--- config.mk ---
export PLATFORM = sky130hd
export DESIGN_NAME = tstc_timer_sync_trigger
export DESIGN_NICKNAME = d
export VERILOG_FILES = /design/src/rtl/tstc_pkg.sv /design/src/rtl/tstc_timer_sync_trigger.sv
export SDC_FILE = /design/constraint.sdc
export NUM_CORES = 1
export LEC_CHECK = 0
export BUFFER_PORTS_ARGS = -buffer_cell sky130_fd_sc_hd__buf_2
export CORE_ASPECT_RATIO = 0.8
export CORE_UTILIZATION = 45
export DETAILED_ROUTE_END_ITERATION = 12
export PLACE_DENSITY = 0.74
export SYNTH_ARGS = -nofsm -noshare
export SYNTH_HDL_FRONTEND = slang
export SYNTH_SLANG_ARGS = --single-unit
--- constraint.sdc ---
create_clock -name ref_clk -period 2.6 [get_ports ref_clk]
set_input_delay 0.26 -clock ref_clk [delete_from_list [all_inputs] [get_ports ref_clk]]
set_output_delay 0.26 -clock ref_clk [all_outputs]
set_load 0.02 [all_outputs]
--- src/rtl/tstc_pkg.sv ---
// Package with register map, field positions and types for the timer sync/trigger block.
package tstc_pkg;

  localparam logic [7:0] ADDR_CTRL1   = 8'h00;
  localparam logic [7:0] ADDR_CTRL2   = 8'h04;
  localparam logic [7:0] ADDR_STATUS  = 8'h08;
  localparam logic [7:0] ADDR_TMR_LO  = 8'h0C;
  localparam logic [7:0] ADDR_TMR_HI  = 8'h10;
  localparam logic [7:0] ADDR_SYNC_IN = 8'h14;

  localparam int BIT_WIDTH_SEL  = 5;
  localparam int BIT_TIMER_ON   = 15;
  localparam int CLKSEL_LSB     = 8;
  localparam int BIT_TRIG_MODE  = 7;
  localparam int BIT_TRIG_ACT   = 7;
  localparam int BIT_TRIG_CLR   = 5;
  localparam int BIT_TRIG_ARMED = 6;

  localparam logic [4:0]  SYNC_NONE   = 5'h1F;
  localparam logic [2:0]  CLKSEL_SYS  = 3'h0;
  localparam logic [15:0] HALF_ZERO   = 16'h0000;
  localparam logic [15:0] HALF_ONE    = 16'h0001;
  localparam logic [15:0] HALF_MAX    = 16'hFFFF;
  localparam logic [31:0] WORD_ZERO   = 32'h0000_0000;

  typedef enum logic [1:0] {
    TSTC_IDLE   = 2'b01,
    TSTC_ACCESS = 2'b10
  } tstc_bus_state_t;

  typedef struct packed {
    tstc_bus_state_t bus;
    logic            pready;
    logic [31:0]     prdata;
    logic            pslverr;
    logic            timer_on;
    logic            width_sel;
    logic [2:0]      clk_sel;
    logic            trig_mode;
    logic [4:0]      sync_sel;
    logic            trig_active;
    logic [15:0]     tmr_lo;
    logic [15:0]     tmr_hi;
    logic            lo_rollover;
    logic            hi_rollover;
  } tstc_state_t;

endpackage : tstc_pkg

--- src/rtl/tstc_timer_sync_trigger.sv ---
// Timer with sync and trigger control, reached over APB.
// Overview of operation
// - Sync and trigger work in both widths.
// - Five-bit field selects the external input.
// - Sync mode clears timer on selected input.
// - Counting restarts from zero unless held.
// - Trigger-mode enable clear selects sync operation.
// - Trigger mode holds zero until input arrives.
// - Trigger-mode enable set selects trigger operation.
// - Timer runs while trigger-active flag set.
// - Trigger clear resets; drops flag and holds zero unless a trigger arrives that cycle.
// - Width select: 0 dual 16, 1 single 32.
// - In dual 16 mode only primary timer reacts to sync source.
//
// The register offsets and the APB slave port were decided locally.
`timescale 1ns/1ps
module tstc_timer_sync_trigger #(
  parameter int SYNC_INPUTS = 31
) (
  input  wire logic                   ref_clk,
  input  wire logic                   rst,
  input  wire logic                   psel,
  input  wire logic                   penable,
  input  wire logic                   pwrite,
  input  wire logic [7:0]             paddr,
  input  wire logic [31:0]            pwdata,
  input  wire logic [SYNC_INPUTS-1:0] sync_in,
  output logic                        pready,
  output logic [31:0]                 prdata,
  output logic                        pslverr,
  output logic                        trigger_active_flag,
  output logic                        primary_rollover,
  output logic                        secondary_rollover
);

  tstc_pkg::tstc_state_t s_q;
  tstc_pkg::tstc_state_t s_d;

  logic        sel_event;
  logic        run_lo;
  logic        clear_lo;
  logic        wr_status;
  logic        bus_commit;
  logic [31:0] rd_word;
  logic [31:0] ctrl1_word;
  logic [31:0] ctrl2_word;
  logic [31:0] status_word;

  // Code 5'h1F and codes beyond the implemented inputs select nothing.
  always_comb begin
    sel_event = 1'b0;
    if (s_q.sync_sel != tstc_pkg::SYNC_NONE && 32'(s_q.sync_sel) < SYNC_INPUTS) begin
      sel_event = sync_in[s_q.sync_sel];
    end
  end

  // A transfer completes at the edge where the master samples the registered pready high.
  // Writes and the trigger clear act only at that edge, never earlier.
  assign bus_commit = psel && penable && s_q.pready;

  assign wr_status = bus_commit && pwrite && paddr == tstc_pkg::ADDR_STATUS;

  always_comb begin
    ctrl1_word = tstc_pkg::WORD_ZERO;
    ctrl1_word[tstc_pkg::BIT_TIMER_ON] = s_q.timer_on;
    ctrl1_word[tstc_pkg::BIT_WIDTH_SEL] = s_q.width_sel;
    ctrl1_word[tstc_pkg::CLKSEL_LSB +: 3] = s_q.clk_sel;
    ctrl2_word = tstc_pkg::WORD_ZERO;
    ctrl2_word[tstc_pkg::BIT_TRIG_MODE] = s_q.trig_mode;
    ctrl2_word[4:0] = s_q.sync_sel;
    status_word = tstc_pkg::WORD_ZERO;
    status_word[tstc_pkg::BIT_TRIG_ACT] = s_q.trig_active;
    status_word[tstc_pkg::BIT_TRIG_ARMED] = s_q.trig_mode && !s_q.trig_active;
    if (paddr == tstc_pkg::ADDR_CTRL1) begin
      rd_word = ctrl1_word;
    end else if (paddr == tstc_pkg::ADDR_CTRL2) begin
      rd_word = ctrl2_word;
    end else if (paddr == tstc_pkg::ADDR_STATUS) begin
      rd_word = status_word;
    end else if (paddr == tstc_pkg::ADDR_TMR_LO) begin
      rd_word = {16'h0000, s_q.tmr_lo};
    end else if (paddr == tstc_pkg::ADDR_TMR_HI) begin
      rd_word = {16'h0000, s_q.tmr_hi};
    end else if (paddr == tstc_pkg::ADDR_SYNC_IN) begin
      rd_word = 32'(sync_in);
    end else begin
      rd_word = tstc_pkg::WORD_ZERO;
    end
  end

  // In dual 16-bit mode the primary half is the only one steered by the selected input; in 32-bit mode both halves are.
  always_comb begin
    clear_lo = 1'b0;
    run_lo   = s_q.timer_on;
    if (s_q.trig_mode) begin
      run_lo = s_q.timer_on && s_q.trig_active;
      if (wr_status && pwdata[tstc_pkg::BIT_TRIG_CLR]) begin
        clear_lo = 1'b1;
      end
    end else if (sel_event) begin
      clear_lo = 1'b1;
    end
  end

  always_comb begin
    s_d = s_q;
    s_d.pready = 1'b0;
    s_d.pslverr = 1'b0;
    s_d.lo_rollover = 1'b0;
    s_d.hi_rollover = 1'b0;

    // The handshake raises pready one cycle after the access edge; read data and the error
    // flag are registered together with it so that they stand at the sampling edge.
    case (s_q.bus)
      tstc_pkg::TSTC_IDLE: begin
        if (psel && !penable) begin
          s_d.bus = tstc_pkg::TSTC_ACCESS;
        end
      end
      tstc_pkg::TSTC_ACCESS: begin
        if (psel && penable) begin
          s_d.pready = 1'b1;
          s_d.bus = tstc_pkg::TSTC_IDLE;
          if (!pwrite) begin
            s_d.prdata = rd_word;
          end
          // The input readback word is read-only, so a write to it is refused.
          if (pwrite && paddr == tstc_pkg::ADDR_SYNC_IN) begin
            s_d.pslverr = 1'b1;
          end
          if (!(paddr inside {tstc_pkg::ADDR_CTRL1, tstc_pkg::ADDR_CTRL2,
                              tstc_pkg::ADDR_STATUS, tstc_pkg::ADDR_TMR_LO,
                              tstc_pkg::ADDR_TMR_HI, tstc_pkg::ADDR_SYNC_IN})) begin
            s_d.pslverr = 1'b1;
          end
        end else begin
          s_d.bus = tstc_pkg::TSTC_IDLE;
        end
      end
      default: s_d.bus = tstc_pkg::TSTC_IDLE;
    endcase

    // A trigger that arrives in the same cycle as the clear request wins, so that no
    // trigger event is lost; the timer is still zeroed by the clear in that cycle.
    if (!s_q.trig_mode) begin
      s_d.trig_active = 1'b0;
    end else if (clear_lo) begin
      s_d.trig_active = sel_event;
    end else if (sel_event && !s_q.trig_active) begin
      s_d.trig_active = 1'b1;
    end
    if (clear_lo) begin
      s_d.tmr_lo = tstc_pkg::HALF_ZERO;
      if (s_q.width_sel) begin
        s_d.tmr_hi = tstc_pkg::HALF_ZERO;
      end
    end else if (s_q.trig_mode && !s_q.trig_active) begin
      s_d.tmr_lo = tstc_pkg::HALF_ZERO;
      if (s_q.width_sel) begin
        s_d.tmr_hi = tstc_pkg::HALF_ZERO;
      end
    end else if (run_lo) begin
      s_d.tmr_lo = s_q.tmr_lo + tstc_pkg::HALF_ONE;
      s_d.lo_rollover = s_q.tmr_lo == tstc_pkg::HALF_MAX;
      if (s_q.width_sel && s_q.tmr_lo == tstc_pkg::HALF_MAX) begin
        s_d.tmr_hi = s_q.tmr_hi + tstc_pkg::HALF_ONE;
        s_d.hi_rollover = s_q.tmr_hi == tstc_pkg::HALF_MAX;
      end
    end
    if (!s_q.width_sel && s_q.timer_on) begin
      s_d.tmr_hi = s_q.tmr_hi + tstc_pkg::HALF_ONE;
      s_d.hi_rollover = s_q.tmr_hi == tstc_pkg::HALF_MAX;
    end

    // Register writes come last so that a write to a running timer half is not
    // overwritten by the increment of that same cycle.
    // Writes land only at the edge where the master sees pready high.
    if (bus_commit && pwrite) begin
      if (paddr == tstc_pkg::ADDR_CTRL1) begin
        s_d.timer_on = pwdata[tstc_pkg::BIT_TIMER_ON];
        s_d.width_sel = pwdata[tstc_pkg::BIT_WIDTH_SEL];
        s_d.clk_sel = pwdata[tstc_pkg::CLKSEL_LSB +: 3];
      end else if (paddr == tstc_pkg::ADDR_CTRL2) begin
        s_d.trig_mode = pwdata[tstc_pkg::BIT_TRIG_MODE];
        s_d.sync_sel = pwdata[4:0];
      end else if (paddr == tstc_pkg::ADDR_TMR_LO) begin
        s_d.tmr_lo = pwdata[15:0];
      end else if (paddr == tstc_pkg::ADDR_TMR_HI) begin
        s_d.tmr_hi = pwdata[15:0];
      end
    end
  end

  always_ff @(posedge ref_clk or posedge rst) begin
    if (rst) begin
      s_q <= '{bus: tstc_pkg::TSTC_IDLE, clk_sel: tstc_pkg::CLKSEL_SYS,
               sync_sel: tstc_pkg::SYNC_NONE, default: '0};
    end else begin
      s_q <= s_d;
    end
  end

  assign pready              = s_q.pready;
  assign prdata              = s_q.prdata;
  assign pslverr             = s_q.pslverr;
  assign trigger_active_flag = s_q.trig_active;
  assign primary_rollover    = s_q.lo_rollover;
  assign secondary_rollover  = s_q.hi_rollover;

endmodule : tstc_timer_sync_trigger

======== Word-level counts from Yosys, hierarchy flattened ========
Index checks and enable logic that the tools add are counted.
cells by class
  add/subtract/negate cells ............... 2
  reductions and logical operators ........ 21
  bitwise gates (word level) .............. 2
  mux-type cells .......................... 39
  equality and inequality tests ........... 12
  order comparisons ....................... 2
operators by type and width
  cell                                                                   count
  32-bit two-way mux                                                     6
  31-bit two-way mux                                                     6
  34-bit two-way mux                                                     3
  16-bit two-way mux                                                     6
  16-bit by 1-bit adder with 16-bit output (second input constant)       2
  16-bit == test (second input constant)                                 2
  8-bit by 4-bit == test with 1-bit output (second input constant)       2
  8-bit by 5-bit == test with 1-bit output (second input constant)       2
  1-bit logical AND                                                      13
  1-bit two-way mux                                                      13
  8-bit by 3-bit == test with 1-bit output (second input constant)       1
  8-bit logical NOT                                                      1
  2-bit two-way mux                                                      4
  5-bit by 6-bit < comparator with 1-bit output (second input constant)  1
  3-bit AND reduction                                                    2
  6-bit nonzero test                                                     1
  1-bit binary-select mux with 5-bit select                              1
  5-bit < comparator (second input constant)                             1
  5-bit != test (second input constant)                                  1
  1-bit logical NOT                                                      3
  3-bit by 1-bit != test with 1-bit output (second input constant)       1
  2-bit by 1-bit == test with 1-bit output (second input constant)       1
  2-bit == test (second input constant)                                  1
  2-bit != test (second input constant)                                  1
  other kinds (2)                                                        3
storage, ports and cells
  output and inout port bits .............. 37
  register bits ........................... 82
  input bits .............................. 76

======== Longest topological paths before layout ========
Gate-level depths: netlist (run 1).
  depth after elaboration ................. 14
  depth in mapped cells ................... 11

======== Least setup slack after synthesis (run 1) ========
No wires, ideal clock.
  path type ............................... flip-flop to flip-flop
  start point ............................. reg s_q (netlist bit ctrl2_word[2])
  end point ............................... reg s_q[3] in the netlist's numbering
  buffers on the path ..................... 2
  path slack .............................. -0.057 ns
  cell stages (with the launch flop) ...... 9
  required time ........................... 2.474 ns
  period minus slack after synthesis ...... 2.657 ns
  library setup time ...................... 0.126 ns
  arrival time ............................ 2.531 ns
  cell sequence ........................... dfstp_2 -> clkbuf_1 -> mux4_2 -> o2111ai_1 -> nand4_2 -> buf_6 -> o41ai_2 -> mux2_1 -> a221o_1
RTL lines
  item                      RTL line                        source
  start: declaration        tstc_timer_sync_trigger.sv:36   tstc_pkg::tstc_state_t s_q;
  start signal: assignment  tstc_timer_sync_trigger.sv:196  s_q <= '{bus: tstc_pkg::TSTC_IDLE, clk_sel: tstc_pkg::CLKSEL_SYS,

==> key figures, run 1 <==
Status
  – Outcome: finished, violations left
  – Violated checks: hold timing

Run
  – Max_cap viols: 0

Power
  – Comb power frac: about 8%
  – Sw power: between 700 and 800 µW
  – Flop pwr share: 45.4%
  – Leakage: 0.00268 µW
  – Clock power share: a little under half
  – PD cells: roughly 480 nW/µm²
  – Maximum vdd drop: 0.414 mV
  – Int Pwr: ~2200 µW
  – Net Sw Frac: around 25%

Synthesis
  – Mean post-synth cell area: around 9 µm²
  – Post-synth EDFFs: 0
  – Synth top area cells: dfrtp_1, nand2_1, buf_4, o21ai_1, nand3_1
  – Synth Net Count: ~640
  – Sequential fraction of the synthesis area: 40.4%
  – Number of cells produced by synthesis: between 500 and 600
  – Area leader, netlist: dfrtp_1
  – Top_reg_cell synth: dfrtp_1
  – FF+latch count, synth: 81
  – Most instantiated library cell after synthesis: nand2_1
  – Ys Warns: 0
  – Post-synth cell types: 73
  – Synth top cells by count: nand2_1, dfrtp_1, nor2_1
  – Syn Std Cell Area: 5040 µm²
  – Area share of the largest cell type after synthesis: a little under two fifths
  – FFs w/ async S/R, synth: 100%

Global route
  – Initial antenna violation count: 0
  – First-pass GRT wire length: 24.2 mm
  – Largest net degree at the start of global routing: 82
  – Vias in the first global route: 4542
  – Total global-route track usage: between 20% and 30%
  – Congestion Overflow GR: 0

Timing
  – Fmax: 396 MHz
  – Setup TNS: 0 ns
  – Final hold viol count: 15
  – Period utilization: 97.1%
  – RSZ-0062 raised after global routing: true
  – Endpoints failing setup: 0
  – Slew headroom: 49.1%
  – Pins Over Slew Limit: 0
  – Worst slew pin tran: about 0.76 ns
  – Min Hold Slack: -0.0160 ns
  – Minimum clock period: between 2 and 3 ns
  – Final Skew: between 0.006 and 0.007 ns

Floorplan
  – FP Rows: 34
  – Starting density of the core: 46.3%
  – Die Area: between 10000 and 15000 µm²
  – Top-Level Pins: 113
  – Die W: 120 µm
  – Die H: 96.6 µm
  – Core Area: 10900 µm²

Layout
  – Share of layout cells above drive strength 1: between 20 and 30%
  – Layout fillers: 1031
  – Final cell count without fillers: ~790
  – ANT cells: 0
  – Post-route cell area: about 5900 µm²
  – Syn-to-layout area delta: 18.0%
  – Nets: about 720

Clock network
  – CTS Hold Bufs: 0
  – TritonCTS clock tree: yes
  – Worst-Skew Late Latency: ~0.35 ns
  – CTS H-tree depth: 3
  – Inserted Clock Buffers: 9
  – Clock root buffer: clkbuf_16
  – Clock sink count: just over 80
  – Clock Tree Buf Depth: 2
  – CTS clk-pin slew, worst paths: approximately 0.06 ns

Worst setup path
  – Arrival @ worst endpoint: ~2.8 ns
  – CP startpoint kind: flip-flop
  – Crit end category: flip-flop
  – Critical path class: flip-flop to flip-flop
  – CP max FO: 6
  – CP required: between 2 and 3 ns

Placement
  – Placed cells: 777
  – Port buffer count: 95
  – Area after DPL: between 5000 and 6000 µm²
  – Hpwl dp: between 10 and 15 mm
  – RD Place Congestion: roughly 0.94

Route
  – Initial DRT Pass Iterations: 5
  – Drt initial violations: 419
  – Vias post-DR: 4705
  – Vias per inst: 5.93
  – Wire length per cell: about 19 µm
  – Drt drc: 0
  – Post-route ant nets: 0
  – Final WL: between 10 and 15 mm

Hold path
  – Worst min-delay path class: input pin to async pin
==> power groups by stage <==
stage | Clock, µW | Sequential [µW] | Combinational, µW
2_1_floorplan | 0 | 1320 | 144
3_3_place_gp | 0 | 1320 | 229
3_5_place_dp | 0 | 1320 | 233
4_1_cts | 1350 | 1300 | 234
5_1_grt | 1400 | 1310 | 254
6_report | 1330 | 1300 | 234
==> layout make-up <==
class / count / area (µm²) / area share (%)
repair buffers: 131 / 758 / 12.8
well taps: 144 / 180 / 3.03
multi-input cells: 415 / 2630 / 44.3
clock inverters: 6 / 75.1 / 1.26
inverters: 6 / 23.8 / 0.400
flip-flops and latches: 81 / 2030 / 34.2
clock buffers: 10 / 239 / 4.02
==> what timing repair did <==
| item | in CTS | in global routing |
|---|---|---|
| gates resized for setup | 0 | 2 |
| endpoints found under the setup margin | 0 | 4 |
| buffers inserted | 0 | 0 |
==> metrics by stage <==
| step | total power, µW | setup slack, ns | util [%] |
|---|---|---|---|
| finish | 2860 | 0.0748 | 54.6 |
| global route | 2960 | -0.0636 | 54.6 |
| CTS | 2890 | 0.0528 | 54.5 |
| detailed placement | 1560 | 0.0600 | 51.6 |
| global placement | 1550 | 0.0913 | 51.6 |
| floorplan | 1470 | 0.0271 | - |
==> layout by cell type (no fill, tap or decap), types with 5 or more instances in the layout <==
| master | count |
|---|---|
| xnor2_1 | 9 |
| a222oi_1 | 14 |
| mux2i_1 | 13 |
| xor2_1 | 12 |
| nand4_1 | 5 |
| nand2_1 | 109 |
| nor2_1 | 39 |
| dfstp_2 | 6 |
| o21ai_0 | 6 |
| inv_1 | 5 |
| buf_4 | 35 |
| clkbuf_16 | 9 |
| dfrtp_1 | 75 |
| nand3_1 | 37 |
| o31ai_1 | 6 |
| mux2_1 | 6 |
| a21oi_1 | 13 |
| mux2_2 | 6 |
| o21ai_1 | 37 |
| a31oi_1 | 13 |
| and3_1 | 6 |
| buf_2 | 95 |
==> critical path: stages (launching register included) <==
cell and delay, ns:
dfstp_2 0.62, mux4_2 0.51, o211ai_1 0.21, nand4_2 0.17, o41ai_2 0.24, mux2_1 0.35
a221o_1 0.31
==> sequential cells by signal, summed over array words and instances (netlist names) <==
register and cells:
s_q 34, prdata 31, ctrl2_word 6, ctrl1_word 5, pready 1, primary_rollover 1
pslverr 1, secondary_rollover 1, trigger_active_flag 1
==> worst paths after layout <==
kind / slack (ns) / end / cells past startpoint / start
max: 0.07 / s_q[3]$_DFF_PP0_ / 6 / ctrl2_word[0]$_DFFE_PP1P_
min: -0.02 / pready$_DFF_PP0_ / 3 / rst
max reg2reg: 0.07 / s_q[3]$_DFF_PP0_ / 6 / ctrl2_word[0]$_DFFE_PP1P_
min reg2reg: 0.46 / prdata[16]$_DFFE_PP0P_ / 2 / prdata[16]$_DFFE_PP0P_
max in group asynchronous: 2.24 / secondary_rollover$_DFF_PP0_ / 3 / rst
min in group ref_clk: 0.15 / prdata[26]$_DFFE_PP0P_ / 3 / sync_in[26]
==> routing by layer <==
| layer | vias up | wire length, µm | GRT usage [%] |
|---|---|---|---|
| met5 | - | 0 | 0 |
| met4 | 0 | 306 | 8.64 |
| met3 | 27 | 1620 | 8.02 |
| met2 | 234 | 6480 | 39.6 |
| met1 | 2285 | 6560 | 38.2 |
| li1 | 2159 | - | - |
==> cells by family after synthesis <==
family	after synthesis	share of synthesized area [%]
other	1	0.0744
and+or+nand+nor	243	24.6
muxes	28	6.61
adders and majority gates	2	0.497
AOI/OAI and AO/OA	120	16.3
buffers and inverters	65	7.92
DFF	81	40.4
xor gates and xnor gates	21	3.65
Note: power is estimated with default switching activity, not from simulation.
==> run 2, diff against run 1 <==
REMOVE_ABC_BUFFERS = 1   (was not set)
SKIP_CTS_REPAIR_TIMING = 1   (was not set)
==> key figures, run 2 (synthesis results as in run 1) <==
Clock network
  – TritonCTS clock tree: yes
  – Worst-Skew Late Latency: 0.34 ns (about the same)
  – Inserted Clock Buffers: 9 (unchanged)
  – Clock root buffer: clkbuf_16
  – Clock sink count: 81 (unchanged)
  – CTS H-tree depth: 3 (unchanged)
  – CTS clk-pin slew, worst paths: 0.06 ns (about the same)
  – Clock Tree Buf Depth: 2 (unchanged)

Timing
  – Min Hold Slack: 0.0368 ns (+0.0528 ns)
  – Slew headroom: 47.8% (-1.4 points)
  – Final hold viol count: 0 (-15)
  – Final Skew: 0.00681 ns (+0.0000892 ns)
  – Setup WS post-layout: 0.00228 ns (-0.0725 ns)
  – Endpoints failing setup: 0 (unchanged)
  – Pins Over Slew Limit: 0 (unchanged)
  – Minimum clock period: 2.60 ns (+0.0725 ns)
  – RSZ-0062 raised after global routing: true
  – Fmax: 385 MHz (-2.8%)
  – Worst slew pin tran: 0.782 ns (+0.0195 ns)
  – Period utilization: 99.9% (+2.8 points)

Worst setup path
  – CP required: 2.82 ns (about the same)
  – WP depth: 6 (unchanged)
  – Slowest cell on crit path: dfstp_2
  – Critical path class: flip-flop to flip-flop
  – Crit end category: flip-flop
  – CP startpoint kind: flip-flop
  – CP cell instances: mux4_2 > o211ai_1 > nand4_2 > o41ai_4 > mux2_4 > a221o_1
  – Crit-path max cell delay: 0.60 ns (-0.02 ns)
  – Critical path buffers and inverters: 0 (unchanged)
  – CP delay by family, top: multiplexers
  – Worst r2r path cells: 6 (unchanged)
  – Arrival @ worst endpoint: 2.82 ns (+0.07 ns)
  – CP max FO: 5 (-1)

Route
  – Vias per inst: 5.91 (-0.46%)
  – Post-route ant nets: 0 (unchanged)
  – Final WL: 14.7 mm (-1.8%)
  – Drt initial violations: 441 (+5.3%)
  – Vias post-DR: 4654 (-1.1%)
  – Initial DRT Pass Iterations: 11 (+6)
  – Wire length per cell: 18.7 µm (-1.1%)
  – Drt drc: 1 (+1)

Layout
  – Max reg flops: 34 (unchanged)
  – Nets: 717 (-0.69%)
  – Layout fillers: 1025 (-0.58%)
  – ANT cells: 0 (unchanged)
  – Syn-to-layout area delta: 17.8%
  – Most common cell after layout, fill and taps aside: nand2_1
  – Largest reg by FF count: s_q
  – Commonest cells after routing, fill and taps aside: nand2_1, buf_2, dfrtp_1
  – Post-route cell area: 5930 µm² (-0.17%)
  – Share of layout cells above drive strength 1: 29.2% (-0.24 points)

Floorplan
  – Starting density of the core: 46.3% (unchanged)
  – Die W: 120 µm (unchanged)
  – Die Area: 11600 µm² (unchanged)
  – Top-Level Pins: 113 (unchanged)
  – Core Area: 10900 µm² (unchanged)
  – FP Rows: 34 (unchanged)
  – Die H: 96.6 µm (unchanged)

Placement
  – Port buffer count: 95 (unchanged)
  – RD Place Congestion: 0.898 (-4.3%)
  – Hpwl dp: 10.6 mm (-4.2%)
  – Dpl ws: -0.111 ns (-0.171 ns)
  – Area after DPL: 5580 µm² (-0.78%)

Power
  – Maximum vdd drop: 0.263 mV (-37%)
  – Leakage: 0.00267 µW (-0.45%)
  – Total Power: 2840 µW (-0.80%)
  – PD cells: 479 nW/µm² (-0.64%)

Status
  – Outcome: finished, violations left
  – Violated checks: DRC

Global route
  – Initial antenna violation count: 0 (unchanged)
  – Largest net degree at the start of global routing: 43 (-48%)
  – Vias in the first global route: 4528 (-0.31%)
  – Total global-route track usage: 26.4% (-0.67 points)
  – First-pass GRT wire length: 23.7 mm (-1.8%)
  – Congestion Overflow GR: 0 (unchanged)

Run
  – Max_cap viols: 0 (unchanged)

Hold path
  – Worst min-delay path class: input pin to async pin
==> run 2: worst reg2reg max path, stage by stage (launching register included) <==
cell and delay, ns:
dfstp_2 0.60, mux4_2 0.52, o211ai_1 0.21, nand4_2 0.22, o41ai_4 0.29, mux2_4 0.34
a221o_1 0.30
==> run 2: power by group <==
part	internal (µW)	switching (µW)	total, µW
combinational	85.0	151	236
clock	772	531	1300
sequential	1290	13.9	1300
total	2140	696	2840
==> run 2: layout make-up <==
| type | instances | area, µm² | area share (%) |
|---|---|---|---|
| clock inverters | 6 | 65.1 | 1.10 |
| clock buffers | 10 | 239 | 4.03 |
| multi-input cells | 415 | 2670 | 45.0 |
| inverters | 6 | 23.8 | 0.401 |
| repair buffers | 126 | 724 | 12.2 |
| flip-flops and latches | 81 | 2030 | 34.3 |
| well taps | 144 | 180 | 3.04 |
==> run 2: routing by layer <==
metal / up-vias / part of all wire, % / GRT usage, %
met5: - / 0 / 0
met4: 0 / 1.7 / 8.64
met3: 26 / 9.7 / 6.37
met2: 250 / 45 / 40.4
met1: 2226 / 43 / 36.5
li1: 2152 / - / -
==> run 2: stage by stage <==
step	instances	util (%)	TNS, ns
final	788	54.5	0
after global routing	788	54.5	-0.111
after CTS	788	54.0	-0.149
after detailed placement	772	51.2	-0.111
after global placement	772	51.2	0
after floorplan	502	-	-4.17
==> run 2: final timing paths <==
kind                                             end                      start  slack (ns)
max                                 s_q[3]$_DFF_PP0_  ctrl2_word[0]$_DFFE_PP1P_       0.002
min                           prdata[18]$_DFFE_PP0P_                        rst        0.04
max reg2reg                         s_q[3]$_DFF_PP0_  ctrl2_word[0]$_DFFE_PP1P_       0.002
min reg2reg                   prdata[16]$_DFFE_PP0P_     prdata[16]$_DFFE_PP0P_        0.46
max in group asynchronous  ctrl2_word[4]$_DFFE_PP1P_                        rst        1.84
min in group ref_clk               s_q[29]$_DFF_PP0_                 pwdata[11]        0.15
==> run 3, diff against run 2 <==
PLACE_DENSITY = 0.71   (was 0.74)
clock period = 3.29 ns   (was 2.6 ns; I/O delays follow)
==> key figures, run 3 (synthesis results as in run 1) <==
Worst setup path
  – Crit Reg-Reg Endpoint: s_q[3]$_DFF_PP0_
  – R2R Path Start: ctrl2_word[0]$_DFFE_PP1P_
  – Critical path class: flip-flop to flip-flop
  – CP required: 3.52 ns (+0.70 ns)
  – Worst r2r path cells: 7 (+1)
  – Arrival @ worst endpoint: 3.02 ns (+0.20 ns)
  – CP max FO: 6 (+1)
  – Crit end category: flip-flop
  – CP startpoint kind: flip-flop
  – Flop2flop setup slack: 0.50 ns (+0.50 ns)

Timing
  – Fmax: 358 MHz (-6.9%)
  – Min Hold Slack: -0.0225 ns (-0.0593 ns)
  – Slew headroom: 50.3% (+2.5 points)
  – Setup TNS: 0 ns (unchanged)
  – Worst slew pin tran: 0.745 ns (-0.0370 ns)
  – Minimum clock period: 2.79 ns (+0.194 ns)
  – RSZ-0062 raised after global routing: false
  – Period utilization: 84.8% (-15 points)
  – Final hold viol count: 23 (+23)
  – Endpoints failing setup: 0 (unchanged)
  – Pins Over Slew Limit: 0 (unchanged)
  – Final Skew: 0.00821 ns (+0.00140 ns)

Layout
  – Final cell count without fillers: 771 (-2.2%)
  – ANT cells: 0 (unchanged)
  – Sequential cell area: 2030 µm² (unchanged)
  – Most common cell after layout, fill and taps aside: nand2_1
  – Share of layout cells above drive strength 1: 26.2% (-3.0 points)
  – Max reg flops: 34 (unchanged)
  – Final Util: 53.0% (-1.5 points)
  – Multi-input gate area: 2620 µm² (-1.9%)
  – Nets: 700 (-2.4%)
  – Largest reg by FF count: s_q
  – Syn-to-layout area delta: 14.6%
  – Layout fillers: 1034 (+0.88%)
  – Commonest cells after routing, fill and taps aside: nand2_1, buf_2, dfrtp_1

Clock network
  – CTS clk-pin slew, worst paths: 0.06 ns (about the same)
  – TritonCTS clock tree: yes
  – Inserted Clock Buffers: 9 (unchanged)
  – Clock sink count: 81 (unchanged)
  – CTS H-tree depth: 3 (unchanged)
  – Clock Tree Buf Depth: 2 (unchanged)
  – Clock root buffer: clkbuf_16
  – Worst-Skew Late Latency: 0.34 ns (about the same)

Floorplan
  – Starting density of the core: 46.3% (unchanged)
  – Die W: 120 µm (unchanged)
  – Top-Level Pins: 113 (unchanged)
  – FP Rows: 34 (unchanged)
  – Die H: 96.6 µm (unchanged)
  – Die Area: 11600 µm² (unchanged)
  – Core Area: 10900 µm² (unchanged)

Power
  – PD cells: 409 nW/µm² (-14%)
  – Maximum vdd drop: 0.205 mV (-22%)
  – Leakage: 0.00257 µW (-3.7%)

Run
  – Max_cap viols: 0 (unchanged)

Global route
  – First-pass GRT wire length: 22.7 mm (-4.2%)
  – Total global-route track usage: 25.4% (-0.99 points)
  – Met1 GRT Util: 35.9% (-0.59 points)
  – Initial antenna violation count: 0 (unchanged)
  – Met2 usage: 38.5% (-1.9 points)
  – GRT Max-Usage Layer: met2
  – Vias in the first global route: 4296 (-5.1%)
  – Congestion Overflow GR: 0 (unchanged)
  – Met3 usage: 5.13% (-1.2 points)
  – Largest net degree at the start of global routing: 36 (-16%)

Status
  – Outcome: finished, violations left
  – Violated checks: hold timing

Placement
  – Hpwl dp: 10.4 mm (-1.9%)
  – Port buffer count: 95 (unchanged)
  – Placed cells: 755 (-2.2%)
  – RD Place Congestion: 0.868 (-3.4%)

Route
  – Drt drc: 0 (-1)
  – Wire length per cell: 18.4 µm (-1.5%)
  – Initial DRT Pass Iterations: 8 (-3)
  – Drt initial violations: 457 (+3.6%)
  – Final WL: 14.2 mm (-3.7%)
  – Post-route ant nets: 0 (unchanged)
  – Vias per inst: 5.90 (about the same)
  – Vias post-DR: 4550 (-2.2%)

Hold path
  – Worst min-delay path class: input pin to async pin
## run 3: changes by cell type in the layout (fill, tap and decap cells not counted), moves of 2 or more
cell	before	now
buf_4	29	14
bufinv_16	1	3
clkbuf_1	0	2
o21ai_4	2	0
## run 3: metal layers
metal,wire length [µm],up-vias
li1,-,2114
met4,217,0
met1,6460,2197
met3,1230,19
met5,0,-
met2,6250,220
## run 3: final cells by class
class | count | area share (%)
repair buffers | 109 | 10.1
multi-input cells | 415 | 45.3
inverters | 6 | 0.412
well taps | 144 | 3.12
clock inverters | 5 | 1.80
clock buffers | 11 | 4.03
flip-flops and latches | 81 | 35.2
## run 3: power by group
part	internal [µW]	switching (µW)	total, µW
clock network	744	411	1150
logic	64.4	114	179
registers	1020	11.7	1030
## run 3: how the worst max path moves through the flow
stage / cells after the start / from / slack [ns] / endpoint
after floorplan: 4 / paddr[7] / 0.30 / prdata[7]$_DFFE_PP0P_
after global placement: 7 / ctrl2_word[0]$_DFFE_PP1P_ / 0.58 / s_q[3]$_DFF_PP0_
after detailed placement: 7 / ctrl2_word[0]$_DFFE_PP1P_ / 0.53 / s_q[3]$_DFF_PP0_
after CTS: 7 / ctrl2_word[0]$_DFFE_PP1P_ / 0.52 / s_q[3]$_DFF_PP0_
after global routing: 7 / ctrl2_word[0]$_DFFE_PP1P_ / 0.36 / s_q[31]$_DFF_PP0_
final: 7 / ctrl2_word[0]$_DFFE_PP1P_ / 0.50 / s_q[3]$_DFF_PP0_
## run 3: critical path, stage by stage, from the launching register on
cell and delay, ns:
dfstp_2 0.66, mux4_2 0.55, nand2b_1 0.16, nand3_1 0.10, nand4_2 0.17, o41ai_2 0.37
mux2_1 0.35, a221o_1 0.31
## run 3: metrics by stage
stage | cell area [µm²] | hold WS (ns) | total power [µW] | worst slack (ns)
after floorplan | 4660 | 0.451 | 1130 | 0.305
after global placement | 5440 | 0.350 | 1220 | 0.584
after detailed placement | 5440 | 0.352 | 1230 | 0.527
after CTS | 5770 | -0.0133 | 2380 | 0.515
after global routing | 5770 | 0.00754 | 2450 | 0.363
final | 5770 | -0.0225 | 2360 | 0.499
